### src/design/bridge_pkg.sv
// constants, enums and state types for the SPI to pulse-link bridge
// assumes a single 100 MHz system clock; all times become cycle counts here
package bridge_pkg;

    ////////////////////////////////////////////////////////////////////////////
    // clock and time bases
    localparam int CLK_MHZ = 100;
    localparam int NS_PER_US = 1000;
    localparam int ROUND_UP = NS_PER_US - 1;
    localparam int CNT_W = 8;

    // transmitted half-pulse widths
    localparam int LONG_HALF_NS = 150;
    localparam int SHORT_HALF_NS = 50;
    // receive windows for one half-pulse
    localparam int SHORT_MIN_NS = 30;
    localparam int LONG_MIN_NS = 100;
    localparam int LONG_MAX_NS = 250;
    // peripheral-side clock shaping
    localparam int SCLK_SETUP_NS = 125;
    localparam int SCLK_PULSE_NS = 125;
    localparam int CS_RETURN_NS = 220;

    localparam logic [CNT_W-1:0] LONG_HALF_CYC = CNT_W'(LONG_HALF_NS * CLK_MHZ / NS_PER_US);
    localparam logic [CNT_W-1:0] SHORT_HALF_CYC = CNT_W'(SHORT_HALF_NS * CLK_MHZ / NS_PER_US);
    localparam logic [CNT_W-1:0] SHORT_MIN_CYC =
        CNT_W'((SHORT_MIN_NS * CLK_MHZ + ROUND_UP) / NS_PER_US);
    localparam logic [CNT_W-1:0] LONG_MIN_CYC =
        CNT_W'((LONG_MIN_NS * CLK_MHZ + ROUND_UP) / NS_PER_US);
    localparam logic [CNT_W-1:0] LONG_MAX_CYC = CNT_W'(LONG_MAX_NS * CLK_MHZ / NS_PER_US);
    localparam logic [CNT_W-1:0] SCLK_SETUP_CYC =
        CNT_W'((SCLK_SETUP_NS * CLK_MHZ + ROUND_UP) / NS_PER_US);
    localparam logic [CNT_W-1:0] SCLK_PULSE_CYC =
        CNT_W'((SCLK_PULSE_NS * CLK_MHZ + ROUND_UP) / NS_PER_US);
    localparam logic [CNT_W-1:0] CS_RETURN_CYC =
        CNT_W'((CS_RETURN_NS * CLK_MHZ + ROUND_UP) / NS_PER_US);
    localparam logic [CNT_W-1:0] CNT_ONE = 8'h01;
    localparam logic [CNT_W-1:0] CNT_MAX = 8'hFF;

    ////////////////////////////////////////////////////////////////////////////
    // resistor-set selector codes
    localparam int CFG_W = 2;
    localparam int PHA_BIT = 0;
    localparam int POL_BIT = 1;
    localparam logic [CFG_W-1:0] MODE_UNIDIR = 2'h2;
    localparam int TMO_W = 32;

    ////////////////////////////////////////////////////////////////////////////
    // types
    typedef enum logic [1:0] {SYM_NULL, SYM_POS, SYM_NEG} sym_type;
    typedef enum logic [1:0] {TX_IDLE, TX_FIRST, TX_SECOND} tx_state_type;
    typedef enum logic [1:0] {PS_IDLE, PS_SETUP, PS_CLK, PS_RET} per_state_type;

    typedef struct packed {
        sym_type lvl;
        logic [CNT_W-1:0] cnt;
        logic second;
        logic valid;
        logic is_long;
        logic is_pos;
    } rx_state_type;

    typedef struct packed {
        logic cfg_done;
        logic role;
        logic pha;
        logic pol;
        logic [CFG_W-1:0] mode;
        logic [CFG_W-1:0] tmo_sel;
        logic cs_prev;
        logic sclk_prev;
        tx_state_type tx_state;
        logic [CNT_W-1:0] tx_cnt;
        logic tx_long;
        logic pend_valid;
        logic pend_long;
        logic pend_pos;
        per_state_type p_state;
        logic [CNT_W-1:0] p_cnt;
        logic cs_n_out;
        logic cs_n_oe_n;
        logic sclk_out;
        logic sclk_oe_n;
        logic ctp_out;
        logic ctp_oe_n;
        logic ptc_out;
        logic ptc_oe_n;
        logic line_plus;
        logic line_minus;
        logic line_oe_n;
        logic [TMO_W-1:0] tmo_cnt;
        logic alert;
    } chan_state_type;

    localparam chan_state_type CHAN_RESET = '{
        tx_state: TX_IDLE, p_state: PS_IDLE,
        cs_prev: 1'b1, cs_n_out: 1'b1, ptc_out: 1'b1,
        cs_n_oe_n: 1'b1, sclk_oe_n: 1'b1, ctp_oe_n: 1'b1, ptc_oe_n: 1'b1,
        line_oe_n: 1'b1, default: '0};

endpackage : bridge_pkg

### src/design/pulse_rx_if.sv
// decoded pulse hand-off between the line receiver and the channel logic
// assumes both ends sit on clk_sys
`timescale 1ns/1ps
interface pulse_rx_if;
    logic valid;
    logic is_long;
    logic is_pos;
    logic hold;
    modport rcv (output valid, output is_long, output is_pos, input hold);
    modport use_side (input valid, input is_long, input is_pos, output hold);
endinterface : pulse_rx_if

### src/design/spi_isolated_pulse_bridge.sv
// bridge between four-wire SPI and a twisted-pair pulse link, one or two channels
// assumes all pins synchronous to clk_sys and straps settled at reset release
`timescale 1ns/1ps
module spi_isolated_pulse_bridge
    import bridge_pkg::*;
#(
    parameter int CHANNELS = 2,
    parameter logic [TMO_W-1:0] TIMEOUT_BASE_CYCLES = 32'h000F4240
)
(
    // clock and reset
    input wire logic clk_sys,
    input wire logic reset,
    // straps and resistor-set selectors
    input wire logic [CHANNELS-1:0] role_select_strap,
    input wire logic [CHANNELS-1:0][CFG_W-1:0] phase_polarity_select,
    input wire logic [CHANNELS-1:0][CFG_W-1:0] link_mode_select,
    input wire logic [CHANNELS-1:0][CFG_W-1:0] lowpower_timeout_select,
    // chip select pin, active low
    input wire logic [CHANNELS-1:0] cs_n_in,
    output logic [CHANNELS-1:0] cs_n_out,
    output logic [CHANNELS-1:0] cs_n_oe_n,
    // serial clock pin
    input wire logic [CHANNELS-1:0] sclk_in,
    output logic [CHANNELS-1:0] sclk_out,
    output logic [CHANNELS-1:0] sclk_oe_n,
    // controller-to-peripheral data pin
    input wire logic [CHANNELS-1:0] ctp_in,
    output logic [CHANNELS-1:0] ctp_out,
    output logic [CHANNELS-1:0] ctp_oe_n,
    // peripheral-to-controller data pin
    input wire logic [CHANNELS-1:0] ptc_in,
    output logic [CHANNELS-1:0] ptc_out,
    output logic [CHANNELS-1:0] ptc_oe_n,
    // twisted-pair line, comparator levels in, drive levels out
    input wire logic [CHANNELS-1:0] line_plus_in,
    input wire logic [CHANNELS-1:0] line_minus_in,
    output logic [CHANNELS-1:0] line_plus_out,
    output logic [CHANNELS-1:0] line_minus_out,
    output logic [CHANNELS-1:0] line_oe_n,
    // low-power monitoring alert
    output logic [CHANNELS-1:0] timeout_alert_out
);

    ////////////////////////////////////////////////////////////////////////////
    // one independent channel per generate entry
    for (genvar ch = 0; ch < CHANNELS; ch++)
    begin : g_chan
        chan_state_type state_ff;
        chan_state_type nxt_state;
        logic req;
        logic req_long;
        logic req_pos;
        logic latch_lvl;
        logic [TMO_W-1:0] tmo_limit;
        pulse_rx_if rx_bus ();

        pulse_receiver u_rx (
            .clk_sys(clk_sys),
            .reset(reset),
            .line_plus_in(line_plus_in[ch]),
            .line_minus_in(line_minus_in[ch]),
            .rx(rx_bus.rcv)
        );

        // receiver deaf while we drive the pair
        assign rx_bus.hold = (state_ff.tx_state != TX_IDLE);

        always_comb
        begin
            nxt_state = state_ff;
            req = 1'b0;
            req_long = 1'b0;
            req_pos = 1'b0;
            // modes 0 and 3 latch on rising edge, 1 and 2 on falling
            latch_lvl = (state_ff.pha == state_ff.pol);
            tmo_limit = TIMEOUT_BASE_CYCLES << state_ff.tmo_sel;
            if (!state_ff.cfg_done)
            begin
                // one capture only; later strap changes are ignored
                nxt_state.cfg_done = 1'b1;
                nxt_state.role = role_select_strap[ch];
                nxt_state.pha = phase_polarity_select[ch][PHA_BIT];
                nxt_state.pol = phase_polarity_select[ch][POL_BIT];
                nxt_state.mode = link_mode_select[ch];
                nxt_state.tmo_sel = lowpower_timeout_select[ch];
                nxt_state.cs_prev = cs_n_in[ch];
                nxt_state.sclk_prev = sclk_in[ch];
                nxt_state.sclk_out = phase_polarity_select[ch][POL_BIT];
                nxt_state.cs_n_oe_n = role_select_strap[ch];
                nxt_state.sclk_oe_n = role_select_strap[ch];
                nxt_state.ctp_oe_n = role_select_strap[ch];
                nxt_state.ptc_oe_n = !role_select_strap[ch];
            end
            else
            begin
                ////////////////////////////////////////////////////////////////
                // pulse transmitter
                case (state_ff.tx_state)
                    TX_IDLE:
                    begin
                        if (state_ff.pend_valid)
                        begin
                            nxt_state.pend_valid = 1'b0;
                            nxt_state.tx_long = state_ff.pend_long;
                            nxt_state.tx_cnt = state_ff.pend_long ? LONG_HALF_CYC
                                                                  : SHORT_HALF_CYC;
                            nxt_state.line_plus = state_ff.pend_pos;
                            nxt_state.line_minus = !state_ff.pend_pos;
                            nxt_state.line_oe_n = 1'b0;
                            nxt_state.tx_state = TX_FIRST;
                        end
                    end
                    TX_FIRST:
                    begin
                        if (state_ff.tx_cnt == CNT_ONE)
                        begin
                            // opposite half keeps the pair free of DC
                            nxt_state.line_plus = state_ff.line_minus;
                            nxt_state.line_minus = state_ff.line_plus;
                            nxt_state.tx_cnt = state_ff.tx_long ? LONG_HALF_CYC
                                                                : SHORT_HALF_CYC;
                            nxt_state.tx_state = TX_SECOND;
                        end
                        else
                            nxt_state.tx_cnt = state_ff.tx_cnt - CNT_ONE;
                    end
                    TX_SECOND:
                    begin
                        if (state_ff.tx_cnt == CNT_ONE)
                        begin
                            // release to bias, the zero ending level
                            nxt_state.line_plus = 1'b0;
                            nxt_state.line_minus = 1'b0;
                            nxt_state.line_oe_n = 1'b1;
                            nxt_state.tx_state = TX_IDLE;
                        end
                        else
                            nxt_state.tx_cnt = state_ff.tx_cnt - CNT_ONE;
                    end
                    default:
                        nxt_state.tx_state = TX_IDLE;
                endcase

                ////////////////////////////////////////////////////////////////
                // role behaviour
                if (state_ff.role)
                begin
                    nxt_state.cs_prev = cs_n_in[ch];
                    nxt_state.sclk_prev = sclk_in[ch];
                    if (cs_n_in[ch] != state_ff.cs_prev)
                    begin
                        req = 1'b1;
                        req_long = 1'b1;
                        req_pos = cs_n_in[ch];
                        nxt_state.ptc_out = 1'b1;
                    end
                    else if (!cs_n_in[ch] && sclk_in[ch] != state_ff.sclk_prev
                             && sclk_in[ch] == latch_lvl)
                    begin
                        req = 1'b1;
                        req_pos = ctp_in[ch];
                        // null answer reads as 1 until a -1 arrives
                        nxt_state.ptc_out = 1'b1;
                    end
                    if (rx_bus.valid && !rx_bus.is_long && !rx_bus.is_pos)
                        nxt_state.ptc_out = 1'b0;
                end
                else
                begin
                    if (rx_bus.valid && rx_bus.is_long)
                    begin
                        nxt_state.cs_n_out = rx_bus.is_pos;
                        if (rx_bus.is_pos)
                        begin
                            nxt_state.sclk_out = state_ff.pol;
                            nxt_state.p_state = PS_IDLE;
                        end
                        else
                        begin
                            // phase 1 leaves idle level at select fall
                            if (state_ff.pha)
                                nxt_state.sclk_out = !state_ff.pol;
                            nxt_state.p_cnt = CS_RETURN_CYC;
                            nxt_state.p_state = PS_RET;
                        end
                    end
                    else if (rx_bus.valid && !state_ff.cs_n_out)
                    begin
                        nxt_state.ctp_out = rx_bus.is_pos;
                        nxt_state.p_cnt = SCLK_SETUP_CYC;
                        nxt_state.p_state = PS_SETUP;
                    end
                    else
                    begin
                        case (state_ff.p_state)
                            PS_SETUP:
                            begin
                                if (state_ff.p_cnt == CNT_ONE)
                                begin
                                    nxt_state.sclk_out = !state_ff.sclk_out;
                                    nxt_state.p_cnt = SCLK_PULSE_CYC;
                                    nxt_state.p_state = PS_CLK;
                                end
                                else
                                    nxt_state.p_cnt = state_ff.p_cnt - CNT_ONE;
                            end
                            PS_CLK:
                            begin
                                if (state_ff.p_cnt == CNT_ONE)
                                begin
                                    nxt_state.sclk_out = !state_ff.sclk_out;
                                    nxt_state.p_cnt = CNT_ONE;
                                    nxt_state.p_state = PS_RET;
                                end
                                else
                                    nxt_state.p_cnt = state_ff.p_cnt - CNT_ONE;
                            end
                            PS_RET:
                            begin
                                if (state_ff.p_cnt == CNT_ONE)
                                begin
                                    // a 1 is never sent, so several can share a cable
                                    if (!ptc_in[ch] && state_ff.mode != MODE_UNIDIR)
                                        req = 1'b1;
                                    nxt_state.p_state = PS_IDLE;
                                end
                                else
                                    nxt_state.p_cnt = state_ff.p_cnt - CNT_ONE;
                            end
                            default:
                                nxt_state.p_state = PS_IDLE;
                        endcase
                    end
                end

                // single pending slot; a request while it is full is lost
                if (req && !nxt_state.pend_valid)
                begin
                    nxt_state.pend_valid = 1'b1;
                    nxt_state.pend_long = req_long;
                    nxt_state.pend_pos = req_pos;
                end

                ////////////////////////////////////////////////////////////////
                // link-silence timeout
                if (rx_bus.valid)
                begin
                    nxt_state.tmo_cnt = '0;
                    nxt_state.alert = 1'b0;
                end
                else if (state_ff.tmo_cnt >= tmo_limit - 32'h00000001)
                    nxt_state.alert = 1'b1;
                else
                    nxt_state.tmo_cnt = state_ff.tmo_cnt + 32'h00000001;
            end
        end

        always_ff @(posedge clk_sys or posedge reset)
        begin
            if (reset)
                state_ff <= CHAN_RESET;
            else
                state_ff <= nxt_state;
        end

        assign cs_n_out[ch] = state_ff.cs_n_out;
        assign cs_n_oe_n[ch] = state_ff.cs_n_oe_n;
        assign sclk_out[ch] = state_ff.sclk_out;
        assign sclk_oe_n[ch] = state_ff.sclk_oe_n;
        assign ctp_out[ch] = state_ff.ctp_out;
        assign ctp_oe_n[ch] = state_ff.ctp_oe_n;
        assign ptc_out[ch] = state_ff.ptc_out;
        assign ptc_oe_n[ch] = state_ff.ptc_oe_n;
        assign line_plus_out[ch] = state_ff.line_plus;
        assign line_minus_out[ch] = state_ff.line_minus;
        assign line_oe_n[ch] = state_ff.line_oe_n;
        assign timeout_alert_out[ch] = state_ff.alert;
    end

endmodule : spi_isolated_pulse_bridge

### src/design/pulse_receiver.sv
// line-level classifier and half-pulse width timers
// assumes comparator outputs synchronous to clk_sys
`timescale 1ns/1ps
module pulse_receiver
    import bridge_pkg::*;
(
    // clock and reset
    input wire logic clk_sys,
    input wire logic reset,
    // comparator levels
    input wire logic line_plus_in,
    input wire logic line_minus_in,
    // decoded pulses
    pulse_rx_if.rcv rx
);
    rx_state_type state_ff;
    rx_state_type nxt_state;
    sym_type cur;

    ////////////////////////////////////////////////////////////////////////////
    always_comb
    begin
        // both or neither above threshold reads as null
        if (line_plus_in && !line_minus_in)
            cur = SYM_POS;
        else if (!line_plus_in && line_minus_in)
            cur = SYM_NEG;
        else
            cur = SYM_NULL;
        nxt_state = state_ff;
        nxt_state.valid = 1'b0;
        if (rx.hold)
        begin
            // own transmission would echo back as a pulse
            nxt_state.lvl = SYM_NULL;
            nxt_state.cnt = '0;
            nxt_state.second = 1'b0;
        end
        else if (cur == state_ff.lvl)
        begin
            if (state_ff.cnt != CNT_MAX)
                nxt_state.cnt = state_ff.cnt + CNT_ONE;
        end
        else
        begin
            if (state_ff.lvl != SYM_NULL && cur != SYM_NULL && !state_ff.second)
            begin
                nxt_state.is_pos = (state_ff.lvl == SYM_POS);
                if (state_ff.cnt >= SHORT_MIN_CYC && state_ff.cnt < LONG_MIN_CYC)
                begin
                    nxt_state.valid = 1'b1;
                    nxt_state.is_long = 1'b0;
                end
                else if (state_ff.cnt >= LONG_MIN_CYC && state_ff.cnt <= LONG_MAX_CYC)
                begin
                    nxt_state.valid = 1'b1;
                    nxt_state.is_long = 1'b1;
                end
                // any other width fails both timers and is dropped
            end
            nxt_state.second = (state_ff.lvl != SYM_NULL && cur != SYM_NULL);
            nxt_state.lvl = cur;
            nxt_state.cnt = CNT_ONE;
        end
    end

    always_ff @(posedge clk_sys or posedge reset)
    begin
        if (reset)
            state_ff <= '{lvl: SYM_NULL, default: '0};
        else
            state_ff <= nxt_state;
    end

    assign rx.valid = state_ff.valid;
    assign rx.is_long = state_ff.is_long;
    assign rx.is_pos = state_ff.is_pos;

endmodule : pulse_receiver

### config.mk
export PLATFORM = sky130hd
export DESIGN_NAME = spi_isolated_pulse_bridge
export DESIGN_NICKNAME = d
export VERILOG_FILES = /design/src/design/bridge_pkg.sv /design/src/design/pulse_rx_if.sv /design/src/design/spi_isolated_pulse_bridge.sv /design/src/design/pulse_receiver.sv
export SDC_FILE = /design/constraint.sdc
export NUM_CORES = 1
export LEC_CHECK = 0
export ABC_AREA = 1
export CAP_MARGIN = 40
export CORE_MARGIN = 2
export CORE_UTILIZATION = 50
export CTS_BUF_LIST = sky130_fd_sc_hd__clkbuf_8
export DETAILED_ROUTE_END_ITERATION = 10
export DONT_BUFFER_PORTS = 1
export SYNTH_ARGS = -nofsm -noshare
export SYNTH_HDL_FRONTEND = slang
export SYNTH_SLANG_ARGS = --single-unit
### constraint.sdc
create_clock -name clk_sys -period 6.95 [get_ports clk_sys]
set_input_delay 0.3475 -clock clk_sys [delete_from_list [all_inputs] [get_ports clk_sys]]
set_output_delay 0.3475 -clock clk_sys [all_outputs]
set_load 0.03 [all_outputs]
Word-level counts from Yosys, hierarchy flattened. Cells that the tools add are included.

Add/subtract/negate cells: 10. Equal/unequal tests: 70. Order comparisons: 10. Reductions and logical operators: 108. Shift-type cells: 2. Multiplexer cells: 140. Bitwise logic cells: 8.

Operator list (number): $mux W8 (16); $pmux W8 S3 (4); $mux W33 (2); $add A32 B1 Y32 const B (2); $ge A32 B32 Y1 (2); $mux W2 (32); $mux W32 (2); $shl A20 B2 Y32 const A (2); $sub A32 B1 Y32 const B (2); $mux W1 (52); $mux W10 (4); $ne A2 B2 Y1 const B (20); $reduce_and A4 Y1 (10); $reduce_and A5 Y1 (8); $pmux W2 S3 (6); $eq A8 B1 Y1 const B (4); $ne A4 B4 Y1 const B (8); $sub A8 B1 Y8 const B (4); $mux W3 (10); $logic_and A1 B1 Y1 (28); $logic_not A1 Y1 (26); $mux W12 (2); $mux W4 (6); $reduce_and A3 Y1 (8); 25 further kinds (88).

Input port bits: 28. Word-level logic and storage cells: 414. Bits in registers: 180.

Depth between registers and ports, before layout. Gate-level depths: netlist of run 1.

Word-level depth: 11. Depth in mapped cells: 18.

Modules after synthesis. A second synthesis of run 1 with hierarchy kept.

Cells, all modules: 1678. Area, all modules: 12271.8 µm².

Modules (own cells, without submodules): spi_isolated_pulse_bridge (cells each 1456, sequential area each 3793.6 µm², instances 1, area an instance 10560.1 µm²); pulse_receiver (cells each 111, sequential area each 350.3 µm², instances 2, area an instance 855.8 µm²).

Worst setup path before layout of run 1. No wires, ideal clock.

Path kind: register to register. Start point: reg g_chan[1].state_ff[71] (netlist name). End point: reg g_chan[1].state_ff[11] (netlist name). Clock period less this slack: 2.127 ns. Slack: 4.823 ns. Library setup time: 0.066 ns. Stages on the path, launching flop included: 17. Arrival time: 2.062 ns. Cell sequence: dfrtp_1 inv_1 ha_1 inv_1 nand2_1 nor2_1 ha_1 nand2_1 inv_1 nand2_1 a21boi_0 nor3_2 nand3_4 nand2_4 buf_6 nand2_1 nand2_1.

Longest elaborated chain between the ends: 5.

Ends and longest elaborated chain: start: declaration (RTL line spi_isolated_pulse_bridge.sv:49) `chan_state_type state_ff;`; start signal: assignment (RTL line spi_isolated_pulse_bridge.sv:264) `state_ff <= nxt_state;`; $shl A20 B2 Y32 (RTL line spi_isolated_pulse_bridge.sv:77) `tmo_limit = TIMEOUT_BASE_CYCLES << state_ff.tmo_sel;`; $sub A32 B1 Y32 (RTL line spi_isolated_pulse_bridge.sv:252) `else if (state_ff.tmo_cnt >= tmo_limit - 32'h00000001)`; $ge A32 B32 Y1 (RTL line spi_isolated_pulse_bridge.sv:252); $ne A2 B1 Y1 (no source line); $reduce_and A2 Y1 (no source line).

No other way between the ends. A chain may end at the register's enable or synchronous reset.

Final worst setup path of run 1.
Start point: reg g_chan[0].state_ff[71] (netlist name). End point: reg g_chan[0].state_ff[4] (netlist name).

Longest elaborated chain between the ends: 5.

Ends and longest elaborated chain (RTL line): start: declaration (spi_isolated_pulse_bridge.sv:49); start signal: assignment (spi_isolated_pulse_bridge.sv:264); $shl A20 B2 Y32 (spi_isolated_pulse_bridge.sv:77); $sub A32 B1 Y32 (spi_isolated_pulse_bridge.sv:252); $ge A32 B32 Y1 (spi_isolated_pulse_bridge.sv:252); $ne A2 B1 Y1 (no source line); $reduce_and A2 Y1 (no source line).

No other way between the ends.

==> results_dict.tcl, run 1 <==
set metrics [dict create \
    slowest_delay_ns 0.59 \
    power.internal_mw 1.92 \
    die_w_um 162 \
    grt_use_total_pct 23.2 \
    grt_pass1_vias 10100 \
    antenna_cells 0 \
    grt_first_pass_wirelength_um 49700 \
    synthTopCellsByArea "dfrtp_1 (33%), nand2_1 (14%), ha_1 (9.2%), nor2_1 (7.4%), nand3_1 (6.6%)" \
    synth.cell_area_sq_um 12500 \
    overflow 0 \
    combPwrFrac_pct 32.8 \
    wl_per_cell_um 14.1 \
    layout-drive-gt1-share_pct 6.11 \
    synth_warnings 0 \
    path_max_fanout 31 \
    yosys.area.top_type "dfrtp_1" \
    outcome "completed" \
    switching_power_mw 1.41 \
    placementRows 57 \
    vias_per_cell 5.14 \
    cp.required_ns 7.31 \
    htreeDepth 4 \
    drtPass1Iterations 6 \
    dieArea_sq_um 26300 \
    synth_edf_count 0 \
    skew_ns 0.0197 \
    min_path_type "in -> reg" \
    post-route-period-util_pct 41.8 \
    netlist_instances 1748 \
    timing.rr.end "g_chan[0].state_ff[4]" \
    clock_sinks 179 \
    async_flop_share_pct 100 \
    worst-r2r-setup-slack_ns 4.04 \
    tritoncts "built" \
    ys_seq_area_share_pct 35.9 \
    postCtsSetupBuffers 0 \
    dieHeight_um 162 \
    grt_max_degree 85 \
    clkPwrFrac_pct 21.7 \
    min_period_ns 2.91 \
    dominantRegCellSynth "dfrtp_1" \
    max_freq_mhz 344 \
    vias 10700 \
    worst_path_most_repeated_cell "nand2_1" \
    avgSynthCellArea_sq_um 7.15 \
    min-delay-start "role_select_strap[0]" \
    powerDensity_nw_per_um2 252 \
    clkTransAtPathRegs_ns 0.12 \
    drtIter0Drc 712 \
    nets 1859 \
    insertion_delay_ns 0.49 \
    ant_nets 0 \
    cts_buffer_depth 2 \
    routed_wl_um 29200 \
    drc 0 \
    hold_violations 0 \
    seq_power_share_pct 45.5 \
    reg2reg_from "g_chan[0].state_ff[71]" \
    yosysMostFrequentCell "nand2_1" \
    start_kind "flop" \
    ir_worst_vdd_mv 0.215 \
    synth_top_area_share_pct 33.4 \
    slew_viol_final 0 \
    io_pins 52 \
    finalSetupViolCount 0 \
    report.power.total_mw 3.32 \
    syn2layout_area_growth_pct 5.43 \
    end_kind "flop" \
    crit_slowest_cell "nand3_2" \
    reg2regPathDepth 14 \
    drv_cap 0 \
    crit_chain "inv_1, ha_1, inv_1, nand2_1, nor2_1, ha_1, a21oi_1, nand2_1, nand3_1, nand2_1, nor2_1, nand3_2, nand3_1, nand2_1" \
    tns_ns 0 \
    grt_antenna_before_repair 0 \
    whs_endpoint "ctp_oe_n[0]" \
    cts-root-buf "clkbuf_8" \
    hold_depth 2 \
    tightest_slew_ns 0.805 \
    dpl.hpwl_um 21300 \
    gp_congestion 0.871 \
    p_leak_nw 6.55 \
    start_util_pct 51.1 \
    ys_ff_latch 179 \
    rsz0062_at_grt "false" \
    design.core.area_sq_um 24500 \
    critPathKind "reg -> reg" \
    yosysUniqueCellTypes 55 \
    crit_arrival_ns 3.27 \
    cts_buffers 17 \
    swShare_pct 42.4 \
    synthTopCellsByCount "nand2_1 (464), nor2_1 (247), inv_1 (213)" \
    whs_ns 0.0619 \
    io_buffers 0 \
    relSlewSlack_pct 46.4 \
]
layout by cell type (no fill, tap or decap), types with 4 or more instances in the layout:
master,synthesis,routed
o211ai_1,4,4
nand3_1,165,165
o31ai_1,9,9
xor2_1,24,24
dfstp_2,12,12
nor3_1,27,27
clkinv_4,0,4
inv_2,4,4
o21a_1,4,4
ha_1,92,92
nor2_1,247,247
nand4_1,20,20
nand3_2,4,4
o21ai_1,5,5
a31oi_1,6,6
nand2_1,464,464
nor2_2,13,13
inv_8,0,5
nand2_2,13,13
o21ai_0,54,54
a21oi_1,58,58
conb_1,1,11
dlygate4sd3_1,0,15
dfrtp_1,167,166
nand3b_1,4,4
nor3_2,4,4
a22oi_1,5,5
a211oi_1,4,4
inv_1,213,213
clkbuf_8,0,17
a21oi_2,4,4
xnor2_1,24,24
final cells by class:
cell class	count	area, sq um
Fill cell	2452	11300
Multi-Input combinational cell	1301	6810
Sequential cell	179	4500
Inverter	219	831
Tap cell	324	405
Timing Repair Buffer	21	243
Clock buffer	17	234
Clock inverter	15	159
registers in the layout (all words and copies together), names as in the netlist:
| name | count |
|---|---|
| line_minus_out | 2 |
| g_chan.u_rx.rx.valid | 2 |
| ptc_oe_n | 2 |
| line_oe_n | 2 |
| g_chan.u_rx.rx.is_long | 2 |
| g_chan.u_rx.state_ff | 22 |
| g_chan.state_ff | 131 |
| cs_n_out | 2 |
| sclk_out | 2 |
| ptc_out | 2 |
| g_chan.u_rx.rx.is_pos | 2 |
| line_plus_out | 2 |
| timeout_alert_out | 2 |
| ctp_oe_n | 2 |
| ctp_out | 2 |
worst max path at each step:
| stage | endpoint | depth (start not counted) | start |
|---|---|---|---|
| after floorplan | ctp_out[0] | 1 | reset |
| after global placement | g_chan[0].state_ff[4] | 16 | g_chan[0].state_ff[71] |
| after detailed placement | g_chan[0].state_ff[10] | 16 | g_chan[0].state_ff[71] |
| after CTS | g_chan[0].state_ff[7] | 16 | g_chan[0].state_ff[71] |
| after global routing | g_chan[0].state_ff[7] | 16 | g_chan[0].state_ff[71] |
| final | g_chan[0].state_ff[4] | 14 | g_chan[0].state_ff[71] |
what timing repair did:
item | 4_1_cts | 5_1_grt
gates resized for setup | 0 | 0
hold buffers | 14 | 1
hold endpoints to repair | 49 | 1
power by group through the flow:
stage | clock network (mW) | registers, mW | logic, mW
CTS | 0.750 | 1.51 | 1.10
global placement | 0 | 1.53 | 1.07
floorplan | 0 | 1.41 | 0.998
global route | 0.790 | 1.55 | 1.28
finish | 0.721 | 1.51 | 1.09
detailed placement | 0 | 1.53 | 1.09
metal layers:
metal	vias up	global-route usage (%)	share of wire (%)
met5	-	0	0
met4	0	4.18	0.79
met3	19	3.75	3.6
met2	167	38.3	46
met1	4953	32.5	49
li1	5533	-	-
critical path, delay by kind of cell, from the launching register on:
kind                       cells  cell delay, ns
DFF                            1            0.43
adders and majority gates      2            0.47
and+or+nand+nor                9            1.48
buffers and inverters          2            0.25
AOI/OAI and AO/OA              1            0.16
kinds of logic after synthesis:
logic type	after synthesis	synth area share [%]
AO/OA/AOI/OAI	174	8.28
XOR/XNOR	48	3.36
adder cells (fa/ha/maj)	92	9.21
buffers and inverters	278	9.85
flip-flops	179	35.9
multiplexers	2	0.180
other	1	0.0300
AND/OR/NAND/NOR	974	33.1
per-stage QoR:
stage / utilization, % / setup slack [ns] / area (sq um) / instances
after floorplan: - / 1.76 / 12500 / 1758
after global placement: 51.4 / 4.18 / 12600 / 2026
after detailed placement: 51.7 / 4.07 / 12600 / 2029
after CTS: 53.8 / 4.04 / 13200 / 2075
after global routing: 53.9 / 3.73 / 13200 / 2076
final: 53.9 / 4.04 / 13200 / 2076
No activity file was read; power rests on OpenSTA's default activity.
==> inputs of run 2 (changes only) <==
--- a/config.mk
+++ b/config.mk
@@ -5,13 +5,14 @@
 export SDC_FILE = /design/constraint.sdc
 export NUM_CORES = 1
 export LEC_CHECK = 0
-export ABC_AREA = 1
+export ABC_AREA = 0
 export CAP_MARGIN = 40
 export CORE_MARGIN = 2
 export CORE_UTILIZATION = 50
 export CTS_BUF_LIST = sky130_fd_sc_hd__clkbuf_8
 export DETAILED_ROUTE_END_ITERATION = 10
 export DONT_BUFFER_PORTS = 1
+export PLACE_DENSITY = 0.68
 export SYNTH_ARGS = -nofsm -noshare
 export SYNTH_HDL_FRONTEND = slang
 export SYNTH_SLANG_ARGS = --single-unit
==> constraint.sdc (replaced) <==
create_clock -name clk_sys -period 2.47 [get_ports clk_sys]
set_input_delay 0.1235 -clock clk_sys [delete_from_list [all_inputs] [get_ports clk_sys]]
set_output_delay 0.1235 -clock clk_sys [all_outputs]
set_load 0.03 [all_outputs]
==> run 2 against run 1 <==
- the flow now finishes with violations (negative setup slack)
- routed wire length is 7.6% lower
- die area is 9.4% lower
- final cell count is 20% lower
- synthesized cell count is 29% lower
- via count is 9.9% lower
- register-to-register slack worse by 4.5 ns
- sequential power grew to 2.8 times the previous value
- sequential share of layout area is 1.8 points lower
- clock power grew to 2.9 times the previous value
- combinational power grew to 3.3 times the previous value
- critical path type unchanged
==> results_dict.tcl, run 2 <==
set metrics [dict create \
    synth_top_area_share_pct 37.0 \
    dpl_cell_area_sq_um 12200 \
    grt_use_met3_pct 4.03 \
    yosysMostFrequentCell "dfrtp_1" \
    largest_reg_flops 131 \
    clock_sinks 179 \
    design.core.area_sq_um 22400 \
    tns_ns -17.95 \
    end_kind "flop" \
    drv_cap 0 \
    hold_depth 5 \
    slew_viol_final 0 \
    io_pins 52 \
    grt_pass1_vias 9533 \
    report.power.total_mw 9.91 \
    dpl.hpwl_um 18100 \
    min_path_type "in -> reg" \
    final_area_sq_um 13900 \
    grt_use_met2_pct 39.0 \
    drc 0 \
    dominantRegCellSynth "dfrtp_1" \
    ys_seq_area_share_pct 39.8 \
    p_leak_nw 5.97 \
    routed_wl_um 27000 \
    regArea_sq_um 4500 \
    cp.required_ns 2.83 \
    outcome "complete, but fails checks" \
    synth_edf_count 0 \
    dp_cells 1559 \
    synth.cell_area_sq_um 11300 \
    layout_commonest_cell "dfrtp_1" \
    layout_common_cells "dfrtp_1 (162), buf_4 (97), nand2_1 (82), nor2_1 (81), o21ai_0 (78)" \
    regMostFlops "g_chan.state_ff" \
    start_util_pct 50.4 \
    drtIter0Drc 680 \
    powerDensity_nw_per_um2 711 \
    ys_ff_latch 179 \
    overflow 0 \
    syn2layout_area_growth_pct 23.2 \
    top_regs "g_chan.state_ff (131), g_chan.u_rx.state_ff (22)" \
    cts_buffer_depth 2 \
    drtPass1Iterations 5 \
    post-route-period-util_pct 117 \
    avgSynthCellArea_sq_um 9.15 \
    worst_slack_ns -0.421 \
    placementRows 55 \
    path_max_fanout 5 \
    min_period_ns 2.89 \
    nets 1474 \
    multi_input_area_sq_um 6850 \
    tightest_slew_ns 0.760 \
    io_buffers 0 \
    grt_max_degree 49 \
    antenna_cells 0 \
    grt_first_pass_wirelength_um 45400 \
    ant_nets 0 \
    synthTopCellsByCount "dfrtp_1 (167), ha_1 (92), a21oi_1 (84), nand2_1 (84)" \
    vias_per_cell 5.82 \
    max_freq_mhz 346 \
    htreeDepth 4 \
    grtUsageMet1_pct 30.7 \
    yosysUniqueCellTypes 74 \
    reg2regPathDepth 10 \
    clkTransAtPathRegs_ns 0.11 \
    cts_buffers 17 \
    grt_use_total_pct 22.9 \
    synth_warnings 0 \
    tritoncts "built" \
    dieArea_sq_um 23800 \
    violations "negative setup slack" \
    layout.cells.non_filler 1652 \
    skew_ns 0.0205 \
    rsz0062_at_grt "true" \
    critPathKind "reg -> reg" \
    netlist_instances 1235 \
    yosys.area.top_type "dfrtp_1" \
    dieHeight_um 154 \
    grt_antenna_before_repair 0 \
    relSlewSlack_pct 49.2 \
    synthTopCellsByArea "dfrtp_1 (37%), ha_1 (10%), a21oi_1 (3.7%), o21ai_0 (3.6%), dfstp_2 (2.8%)" \
    hold_violations 0 \
    wl_per_cell_um 16.3 \
    crit_arrival_ns 3.25 \
    start_kind "flop" \
    async_flop_share_pct 100 \
    cts-root-buf "clkbuf_8" \
    ir_worst_vdd_mv 0.542 \
    nFillCells 1787 \
    top_usage_layer "met2" \
    insertion_delay_ns 0.48 \
    gp_congestion 0.873 \
    finalSetupViolCount 58 \
    die_w_um 154 \
    layout-drive-gt1-share_pct 22.8 \
    vias 9616 \
]
run 2: changes by cell type after synthesis, moves of 28 or more:
cell	change
nand2_1	-380
nor2_1	-165
inv_1	-143
nand3_1	-114
nand2b_1	+35
o21ai_0	+28
run 2: per-stage QoR:
step                util (%)  worst slack (ns)  hold WS, ns
floorplan                  -            -0.480        0.256
global placement        54.5            -0.427        0.157
detailed placement      54.5            -0.512        0.162
CTS                     60.7            -0.421       0.0660
global route            62.1            -0.533        0.122
finish                  62.1            -0.421       0.0863
run 2: final cells by class:
cell class                      count  share of cell area, %
Multi-Input combinational cell    924                   49.2
Clock buffer                       17                   1.68
Clock inverter                     15                   1.33
Tap cell                          285                   2.56
Sequential cell                   179                   32.3
Timing Repair Buffer              162                   10.9
Inverter                           70                   2.02
run 2: logic make-up (layout without fill, tap and decap cells):
family | Yosys count | in the layout | share of synthesized area, %
AND/OR/NAND/NOR | 455 | 456 | 21.8
AO/OA/AOI/OAI | 306 | 306 | 17.3
flip-flops | 179 | 179 | 39.8
buffers and inverters | 143 | 264 | 5.71
adder cells (fa/ha/maj) | 92 | 92 | 10.2
multiplexers | 33 | 33 | 3.19
XOR/XNOR | 26 | 26 | 2.02
other | 1 | 11 | 0.0332
run 2: final timing paths:
| kind | startpoint | end | slack, ns |
|---|---|---|---|
| min | line_plus_in[1] | g_chan[1].u_rx.state_ff[3] | 0.09 |
| min in group asynchronous | reset | g_chan[0].state_ff[19] | 0.27 |
| min reg2reg | g_chan[0].state_ff[32] | g_chan[0].state_ff[32] | 0.49 |
| max in group asynchronous | reset | cs_n_out[1] | 1.46 |
| max reg2reg | g_chan[0].state_ff[71] | g_chan[0].state_ff[15] | -0.42 |
| max | g_chan[0].state_ff[71] | g_chan[0].state_ff[15] | -0.42 |
run 2: critical path, cell delays in order (launching register included):
cell,delay (ns)
dfrtp_2,0.47
buf_6,0.14
ha_4,0.15
buf_4,0.14
ha_4,0.21
a21o_1,0.17
a221o_1,0.36
a22oi_4,0.24
nand2_2,0.09
or4_4,0.51
mux2_4,0.31
run 2: power by group:
part           switching (mW)  leakage (nW)  internal, mW
combinational            1.98          3.54          1.57
sequential              0.745          2.22          3.53
clock                    1.30         0.205         0.781
total                    4.03          5.97          5.88
run 2: what timing repair did:
item,CTS,global route
pin swaps,62,21
hold buffers,29,0
setup endpoints to repair,58,58
gates cloned,4,0
hold endpoints to repair,61,0
gates resized for setup,86,60
buffers inserted,22,10
run 2: layer usage:
metal  up-vias  wire (um)
met1      4680      12300
met2       186      13400
li1       4713          -
met5         -          0
met4         0        379
met3        37       1000
